[config.mk]
export PLATFORM = sky130hd
export DESIGN_NAME = cell_discharge_pwm_monitor
export DESIGN_NICKNAME = d
export VERILOG_FILES = /design/src/pkg/balance_pkg.sv /design/src/rtl/slow_timebase.sv /design/src/rtl/duty_compare.sv /design/src/rtl/cell_discharge_pwm_monitor.sv
export VERILOG_INCLUDE_DIRS = /design/src /design/src/pkg
export SDC_FILE = /design/constraint.sdc
export NUM_CORES = 1
export LEC_CHECK = 0
export BUFFER_PORTS_ARGS = -buffer_cell sky130_fd_sc_hd__buf_2
export CAP_MARGIN = 20
export CORE_ASPECT_RATIO = 0.6
export CORE_UTILIZATION = 39
export CTS_CLUSTER_DIAMETER = 80
export DETAILED_ROUTE_END_ITERATION = 12
export PLACE_DENSITY = 0.64
export SYNTH_ARGS = -nofsm -noshare
export SYNTH_HDL_FRONTEND = slang
export SYNTH_SLANG_ARGS = --single-unit
[constraint.sdc]
create_clock -name clock -period 4.1 [get_ports clock]
set_input_delay 0.205 -clock clock [delete_from_list [all_inputs] [get_ports clock]]
set_output_delay 0.205 -clock clock [all_outputs]
set_load 0.03 [all_outputs]
[src/pkg/balance_params.svh]
/*
 holds timing counts, reset values and widths for the cell balancing block.
 assumes a 100 MHz clock; included by bare name from the rtl files.
*/
`ifndef BALANCE_PARAMS_SVH
`define BALANCE_PARAMS_SVH

`define CELL_COUNT 15
`define DUTY_WIDTH 4
`define DUTY_RESET 4'hF
`define CLOCK_PERIOD_NS 10
`define STAGGER_TIME_US 62500
`define STAGGER_CYCLES ((`STAGGER_TIME_US * 1000) / `CLOCK_PERIOD_NS)
`define SLOTS_PER_STEP 32
`define STEPS_PER_PERIOD 15
`define PERIOD_TIME_S 30

`endif

[src/pkg/balance_pkg.sv]
/*
 holds the types shared by the balancing block files.
 assumes nothing of its surroundings.
*/
package balance_pkg;
    typedef enum logic [1:0] {
        mode_direct,
        mode_modulated,
        mode_sleep
    } balance_mode_e;

    typedef enum logic [1:0] {
        mon_idle,
        mon_wait,
        mon_check
    } monitor_state_e;
endpackage

[src/rtl/slow_timebase.sv]
/*
 holds the free-running slow timebase: a 62.5 ms slot tick and a slot count.
 assumes a 100 MHz clock and a clock enable that freezes all state.
*/
`include "balance_params.svh"

module slow_timebase #(
    parameter int unsigned SLOT_CYCLES = `STAGGER_CYCLES,
    parameter int unsigned SLOTS_PER_PERIOD = `SLOTS_PER_STEP * `STEPS_PER_PERIOD
) (
    input wire logic clock,
    input wire logic rst_b,
    input wire logic enable,
    output logic slot_tick,
    output logic [8:0] slot_count
);
    logic [22:0] div_reg;
    logic [22:0] div_next;
    logic [8:0] slot_reg;
    logic [8:0] slot_next;
    logic tick_reg;
    logic tick_next;

    // ************************************************
    // divider and slot counter
    // ************************************************
    always_comb begin
        div_next = div_reg;
        slot_next = slot_reg;
        tick_next = 1'b0;
        if (div_reg == 23'(SLOT_CYCLES - 1)) begin
            div_next = 23'h000000;
            tick_next = 1'b1;
            if (slot_reg == 9'(SLOTS_PER_PERIOD - 1)) begin
                slot_next = 9'h000;
            end else begin
                slot_next = slot_reg + 9'h001;
            end
        end else begin
            div_next = div_reg + 23'h000001;
        end
    end

    always_ff @(posedge clock or negedge rst_b) begin
        if (!rst_b) begin
            div_reg <= 23'h000000;
            slot_reg <= 9'h000;
            tick_reg <= 1'b0;
        end else if (enable) begin
            div_reg <= div_next;
            slot_reg <= slot_next;
            tick_reg <= tick_next;
        end
    end

    assign slot_tick = tick_reg;
    assign slot_count = slot_reg;
endmodule // slow_timebase

[src/rtl/duty_compare.sv]
/*
 holds the per-channel modulation decision for all cells.
 assumes a slot count from the shared timebase, 32 slots per 2 s step.
*/
`include "balance_params.svh"

module duty_compare #(
    parameter int unsigned CELLS = `CELL_COUNT
) (
    input wire logic [8:0] slot_count,
    input wire logic [CELLS*4-1:0] duty_flat,
    input wire logic [CELLS-1:0] enable_bits,
    output logic [CELLS-1:0] on_bits
);
    // channel c sees the period shifted by c slots, so edges never coincide
    function automatic logic chan_on(input logic [8:0] slot, input logic [3:0] duty,
                                     input int unsigned chan);
        logic [9:0] shifted;
        logic [9:0] wrapped;
        logic [4:0] step;
        shifted = {1'b0, slot} + 10'(chan);
        wrapped = (shifted >= 10'(`SLOTS_PER_STEP * `STEPS_PER_PERIOD)) ?
                  shifted - 10'(`SLOTS_PER_STEP * `STEPS_PER_PERIOD) : shifted;
        step = 5'(wrapped / 10'(`SLOTS_PER_STEP));
        if (duty == `DUTY_RESET) begin
            chan_on = 1'b1;
        end else begin
            chan_on = (step < {1'b0, duty});
        end
    endfunction

    always_comb begin
        for (int unsigned c = 0; c < CELLS; c++) begin
            on_bits[c] = enable_bits[c] && chan_on(slot_count, duty_flat[c*4 +: 4], c);
        end
    end
endmodule // duty_compare

[src/rtl/cell_discharge_pwm_monitor.sv]
/*
 holds the discharge switch control: direct drive, modulated drive after the
 watchdog expires, and the discharge-timer cell monitor.
 assumes conversion results and timer events arrive as synchronous pulses.
*/
`include "balance_params.svh"

module cell_discharge_pwm_monitor #(
    parameter int unsigned CELLS = `CELL_COUNT,
    parameter int unsigned SLOT_CYCLES = `STAGGER_CYCLES
) (
    input wire logic clock,
    input wire logic rst_b,
    input wire logic clock_enable,
    input wire logic write_config_group_one_cmd,
    input wire logic [CELLS-1:0] enable_write_data,
    input wire logic duty_write,
    input wire logic [CELLS*4-1:0] duty_write_data,
    input wire logic timer_monitor_enable,
    input wire logic watchdog_expired,
    input wire logic wakeup,
    input wire logic discharge_timeout,
    input wire logic conversion_done,
    input wire logic [CELLS-1:0] cell_over,
    input wire logic [CELLS-1:0] cell_under,
    input wire logic redundancy_fail,
    output logic [CELLS-1:0] discharge_switch,
    output logic [CELLS-1:0] cell_discharge_enable,
    output logic [CELLS*4-1:0] duty_setting,
    output logic [CELLS-1:0] over_flag,
    output logic [CELLS-1:0] under_flag,
    output logic conversion_start,
    output logic discharge_timer_restart,
    output logic modulating,
    output logic sleeping
);
    logic slot_tick;
    logic [8:0] slot_count;
    logic [CELLS-1:0] pwm_on;

    balance_pkg::balance_mode_e mode_reg;
    balance_pkg::balance_mode_e mode_next;
    balance_pkg::monitor_state_e mon_reg;
    balance_pkg::monitor_state_e mon_next;
    logic [CELLS-1:0] enable_reg;
    logic [CELLS-1:0] enable_next;
    logic [CELLS*4-1:0] duty_reg;
    logic [CELLS*4-1:0] duty_next;
    logic [CELLS-1:0] switch_reg;
    logic [CELLS-1:0] switch_next;
    logic [CELLS-1:0] over_reg;
    logic [CELLS-1:0] over_next;
    logic [CELLS-1:0] under_reg;
    logic [CELLS-1:0] under_next;
    logic start_reg;
    logic start_next;
    logic restart_reg;
    logic restart_next;
    logic modulating_reg;
    logic modulating_next;
    logic sleeping_reg;
    logic sleeping_next;

    // ************************************************
    // shared timebase and per-channel compare
    // ************************************************
    slow_timebase #(
        .SLOT_CYCLES(SLOT_CYCLES),
        .SLOTS_PER_PERIOD(`SLOTS_PER_STEP * `STEPS_PER_PERIOD)
    ) slow_timebase_inst (
        .clock(clock),
        .rst_b(rst_b),
        .enable(clock_enable),
        .slot_tick(slot_tick),
        .slot_count(slot_count)
    );

    duty_compare #(
        .CELLS(CELLS)
    ) duty_compare_inst (
        .slot_count(slot_count),
        .duty_flat(duty_reg),
        .enable_bits(enable_reg),
        .on_bits(pwm_on)
    );

    // ************************************************
    // mode, configuration and monitor
    // ************************************************
    always_comb begin
        mode_next = mode_reg;
        mon_next = mon_reg;
        enable_next = enable_reg;
        duty_next = duty_reg;
        over_next = over_reg;
        under_next = under_reg;
        start_next = 1'b0;
        restart_next = 1'b0;
        // host writes first, so monitor clears below win in the same cycle
        if (write_config_group_one_cmd) begin
            enable_next = enable_write_data;
            restart_next = 1'b1;
            if (mode_reg == balance_pkg::mode_sleep) begin
                mode_next = balance_pkg::mode_direct;
            end
        end
        if (duty_write) begin
            duty_next = duty_write_data;
        end
        unique case (mode_reg)
            balance_pkg::mode_direct: begin
                if (discharge_timeout) begin
                    enable_next = '0;
                    duty_next = {CELLS{`DUTY_RESET}};
                end else if (watchdog_expired) begin
                    mode_next = balance_pkg::mode_modulated;
                end
            end
            balance_pkg::mode_modulated: begin
                if (wakeup || !watchdog_expired) begin
                    mode_next = balance_pkg::mode_direct;
                end else if (discharge_timeout) begin
                    mode_next = balance_pkg::mode_sleep;
                    enable_next = '0;
                    duty_next = {CELLS{`DUTY_RESET}};
                end
            end
            balance_pkg::mode_sleep: begin
                duty_next = {CELLS{`DUTY_RESET}};
            end
            default: begin
                mode_next = balance_pkg::mode_direct;
            end
        endcase
        // one conversion per 30 s period, launched at the period wrap
        unique case (mon_reg)
            balance_pkg::mon_idle: begin
                if (mode_reg == balance_pkg::mode_modulated && timer_monitor_enable
                        && slot_tick && slot_count == 9'h000) begin
                    start_next = 1'b1;
                    mon_next = balance_pkg::mon_wait;
                end
            end
            balance_pkg::mon_wait: begin
                if (conversion_done) begin
                    mon_next = balance_pkg::mon_check;
                end else if (mode_reg != balance_pkg::mode_modulated) begin
                    mon_next = balance_pkg::mon_idle;
                end
            end
            balance_pkg::mon_check: begin
                over_next = cell_over;
                under_next = cell_under;
                enable_next = enable_next & ~cell_under;
                if (redundancy_fail) begin
                    enable_next = '0;
                end
                mon_next = balance_pkg::mon_idle;
            end
            default: begin
                mon_next = balance_pkg::mon_idle;
            end
        endcase
        // gate with the next enables: a monitor clear must open the switch at once
        if (mode_next == balance_pkg::mode_modulated) begin
            switch_next = pwm_on & enable_next;
        end else if (mode_next == balance_pkg::mode_direct) begin
            switch_next = enable_next;
        end else begin
            switch_next = '0;
        end
        // status outputs are registered copies of the next mode
        modulating_next = (mode_next == balance_pkg::mode_modulated);
        sleeping_next = (mode_next == balance_pkg::mode_sleep);
    end

    // ************************************************
    // registers
    // ************************************************
    always_ff @(posedge clock or negedge rst_b) begin
        if (!rst_b) begin
            mode_reg <= balance_pkg::mode_direct;
            mon_reg <= balance_pkg::mon_idle;
            enable_reg <= '0;
            duty_reg <= {CELLS{`DUTY_RESET}};
            switch_reg <= '0;
            over_reg <= '0;
            under_reg <= '0;
            start_reg <= 1'b0;
            restart_reg <= 1'b0;
            modulating_reg <= 1'b0;
            sleeping_reg <= 1'b0;
        end else if (clock_enable) begin
            mode_reg <= mode_next;
            mon_reg <= mon_next;
            enable_reg <= enable_next;
            duty_reg <= duty_next;
            switch_reg <= switch_next;
            over_reg <= over_next;
            under_reg <= under_next;
            start_reg <= start_next;
            restart_reg <= restart_next;
            modulating_reg <= modulating_next;
            sleeping_reg <= sleeping_next;
        end
    end

    assign discharge_switch = switch_reg;
    assign cell_discharge_enable = enable_reg;
    assign duty_setting = duty_reg;
    assign over_flag = over_reg;
    assign under_flag = under_reg;
    assign conversion_start = start_reg;
    assign discharge_timer_restart = restart_reg;
    assign modulating = modulating_reg;
    assign sleeping = sleeping_reg;

    // marks the cells whose duty field holds one code
    function automatic logic [CELLS-1:0] code_mask(input logic [CELLS*4-1:0] duties,
                                                   input logic [3:0] code);
        for (int unsigned c = 0; c < CELLS; c++) begin
            code_mask[c] = (duties[c*4 +: 4] == code);
        end
    endfunction
endmodule // cell_discharge_pwm_monitor

==> results_dict.tcl <==
set metrics [dict create \
    tritoncts "built" \
    placement_rows 48 \
    initial_utilization_pct 39.8 \
    register_area_share_after_synthesis_pct 35.7 \
    grt_max_degree 90 \
    number_of_flip_flops_under_the_largest_register_name 60 \
    antennaDiodeCount 0 \
    synth_enable_flop_cells 0 \
    worst_setup_hold_path_clk_slew_ns 0.07 \
    number_of_global_route_vias_before_repair 10200 \
    synthesis.instances 1300 \
    layout.cell_area.non_filler_sq_mm 0.0146 \
    dpl_cell_area_sq_mm 0.0131 \
    fin_worst_skew_ns 0.0140 \
    maxUsedRoutingLayer "met4" \
    largest_area_contributor_in_the_synthesized_netlist "sky130_fd_sc_hd__dfrtp_1" \
    timing.critical_path.fanout_max 8 \
    final_layout_size_suffix_gt1_share_pct 28.3 \
    inserted_clock_buffers 17 \
    number_of_antenna_violations_at_the_first_check_in_global_routing 0 \
    buffers_on_ports 239 \
    avgViaCountPerCell 5.46 \
    register_bit_total_from_synthesis 161 \
    synth.yosys.warnings 0 \
    period_needed_ns 4.01 \
    die_boundary_width_microns 224 \
    ys_dominant_reg_cell "sky130_fd_sc_hd__dfrtp_1" \
    cts_root_buf "sky130_fd_sc_hd__clkbuf_16" \
    core_area_sq_mm 0.0288 \
    detail_route.wl_per_cell_microns 19.1 \
    die_y_microns 135 \
    postSynth.asyncResetShare_pct 100 \
    met1Wirelength_microns 19300 \
    layout-area-overhead-vs-synth_pct 27.3 \
    synth.lib_cells_used.distinct 92 \
    routabilityCongestion 0.948 \
    finish.net_count 1805 \
    yosys.area.top_type_share_pct 22.0 \
    cp.arrival_ns 4.35 \
    synth_top_cells_by_area "sky130_fd_sc_hd__dfrtp_1, sky130_fd_sc_hd__dfstp_2, sky130_fd_sc_hd__ha_1" \
    filler_cell_count 2749 \
    drc 0 \
    layout_worst_path_cycle_share_pct 97.8 \
    cellLeakagePower_nw 6.60 \
    fmax_ghz 0.249 \
    ctsLongestPathBuffers 2 \
    status "finished clean" \
    irDropWorstVdd_mv 0.207 \
    timing_worst_slew_pin_value_ns 1.08 \
    report.power.total_mw 4.66 \
    dieArea_sq_mm 0.0302 \
    cellPowerDensity_mw_per_mm2 319 \
    final_antenna_net_count 0 \
    report.final.setup_viol 0 \
    hold_path.class "in2reg" \
    setup.reg_to_reg.worst_slack_ns 0.09 \
    detailedPlacementHpwl_microns 28800 \
    first_pass_iters 6 \
    worstSetupEndpointType "flop" \
    drt_iter0_drc 951 \
    grt_setup_unrepaired "true" \
    maxSlewHeadroom_pct 28.0 \
    cts_sinks 161 \
    criticalPathCategory "reg2reg" \
    worst_ep_required_time_ns 4.44 \
    max_cap_violations 0 \
    final_core_utilization_pct 50.7 \
    grt_overflow 0 \
    drt_wl_total_microns 38300 \
    final_cell_count_no_fill 2003 \
    syn_area_per_cell_sq_um 8.83 \
    grt_first_pass_wirelength_microns 59100 \
    start_kind "flop" \
    netlist_area_pre_place_sq_mm 0.0115 \
    clk_latency_ns 0.46 \
    top_level_ports 240 \
    dr_total_vias 10900 \
    synth_nets 1489 \
    detailroute.wirelength.met2_microns 15900 \
    timing.final.hold_violations 0 \
    max_h_tree_level 4 \
    grt.total_usage_pct 25.5 \
    finalMaxSlewViolations 0 \
    routed-wl-met3_microns 2380 \
    dp_cells 1883 \
]
==> placed cells by master (no fill, tap or decap), types with 8 or more instances in the layout <==
master,synthesis,layout
sky130_fd_sc_hd__inv_1,87,87
sky130_fd_sc_hd__o21ai_0,72,72
sky130_fd_sc_hd__a31oi_1,8,8
sky130_fd_sc_hd__clkbuf_16,0,17
sky130_fd_sc_hd__buf_2,21,238
sky130_fd_sc_hd__a21oi_1,56,55
sky130_fd_sc_hd__nand2b_1,24,24
sky130_fd_sc_hd__o21ai_1,16,16
sky130_fd_sc_hd__a21o_1,11,11
sky130_fd_sc_hd__nand2_1,138,138
sky130_fd_sc_hd__nor2b_1,15,14
sky130_fd_sc_hd__nor2_1,84,83
sky130_fd_sc_hd__nor3_1,24,24
sky130_fd_sc_hd__nand3_1,49,49
sky130_fd_sc_hd__ha_1,73,71
sky130_fd_sc_hd__xnor2_1,72,70
sky130_fd_sc_hd__nand4_1,34,34
sky130_fd_sc_hd__o21a_1,11,11
sky130_fd_sc_hd__o211ai_1,56,56
sky130_fd_sc_hd__dlygate4sd3_1,0,89
sky130_fd_sc_hd__and2_1,10,9
sky130_fd_sc_hd__dfrtp_1,101,101
sky130_fd_sc_hd__and3_1,13,13
sky130_fd_sc_hd__mux2_2,44,44
sky130_fd_sc_hd__dfstp_2,60,60
sky130_fd_sc_hd__xor2_1,12,12
sky130_fd_sc_hd__o2111ai_1,15,15
sky130_fd_sc_hd__buf_4,7,37
==> report_power, final <==
group	switching, mW	internal [mW]
sequential	0.156	1.81
combinational	0.729	0.417
clock	0.746	0.797
==> metrics by stage <==
stage	TNS [ns]	worst slack, ns	hold slack (ns)
after floorplan	0	0.322	-0.0906
final	0	0.0914	0.0239
after CTS	0	0.0280	0.00465
after detailed placement	0	0.0827	0.275
after global routing	-0.0882	-0.0882	0.0231
after global placement	0	0.351	0.274
==> layer usage <==
metal | track usage (%) | vias up
met2 | 36.5 | 367
met5 | 0 | -
met3 | 4.79 | 40
met4 | 7.27 | 0
li1 | - | 5295
met1 | 38.5 | 5240
==> critical path, cell delays in order, from the launching register on <==
cell and delay (ns):
sky130_fd_sc_hd__dfrtp_1 0.38, sky130_fd_sc_hd__inv_1 0.28, sky130_fd_sc_hd__ha_1 0.22, sky130_fd_sc_hd__a21boi_0 0.26, sky130_fd_sc_hd__nor2_1 0.11, sky130_fd_sc_hd__xnor2_2 0.23
sky130_fd_sc_hd__ha_1 0.22, sky130_fd_sc_hd__a21boi_1 0.34, sky130_fd_sc_hd__a41oi_2 0.24, sky130_fd_sc_hd__nand2_1 0.15, sky130_fd_sc_hd__mux2_2 0.36, sky130_fd_sc_hd__ha_1 0.30
sky130_fd_sc_hd__nand2_1 0.08, sky130_fd_sc_hd__a311oi_1 0.28, sky130_fd_sc_hd__mux2i_1 0.14, sky130_fd_sc_hd__a21boi_0 0.20, sky130_fd_sc_hd__o21ai_1 0.09
==> area by class of cell <==
type                            instances  area [sq um]  area share [%]
Sequential cell                       161          4100            28.1
Clock buffer                           18           439            3.00
Multi-Input combinational cell        977          6720            46.0
Clock inverter                         13           106           0.728
Timing Repair Buffer                  368          2430            16.6
Inverter                               91           342            2.34
Tap cell                              375           469            3.21
==> cells in the mapped netlist (33+ instances only) <==
master                     instances
sky130_fd_sc_hd__nor2_1           84
sky130_fd_sc_hd__mux2_2           44
sky130_fd_sc_hd__nand2_1         138
sky130_fd_sc_hd__a21oi_1          56
sky130_fd_sc_hd__clkbuf_1         33
sky130_fd_sc_hd__dfstp_2          60
sky130_fd_sc_hd__nand4_1          34
sky130_fd_sc_hd__nand3_1          49
sky130_fd_sc_hd__xnor2_1          72
sky130_fd_sc_hd__o21ai_0          72
sky130_fd_sc_hd__o211ai_1         56
sky130_fd_sc_hd__inv_1            87
sky130_fd_sc_hd__ha_1             73
sky130_fd_sc_hd__dfrtp_1         101
==> cell families after synthesis <==
family,synth area share (%)
compound gates,19.6
xor+xnor,6.69
fa+ha+maj,8.04
buf+inv,6.16
flops,35.7
mux,4.76
simple gates,19.0
==> repair_timing <==
| action | CTS | global route |
|---|---|---|
| setup endpoints to repair | 0 | 3 |
| hold buffers | 89 | 0 |
| endpoints found under the hold margin | 117 | 0 |
| resized for setup | 0 | 9 |
| setup buffers | 0 | 0 |
==> final timing paths <==
check,start,end,depth (start not counted)
min reg2reg,discharge_switch[0],discharge_switch[0],1
min,conversion_done,mon_reg[1],3
max in group asynchronous,rst_b,slow_timebase_inst.slot_count[7],3
max,slow_timebase_inst.slot_count[2],discharge_switch[14],16
min in group asynchronous,rst_b,over_flag[0],2
max reg2reg,slow_timebase_inst.slot_count[2],discharge_switch[14],16
(Power assumes the default switching activity.)
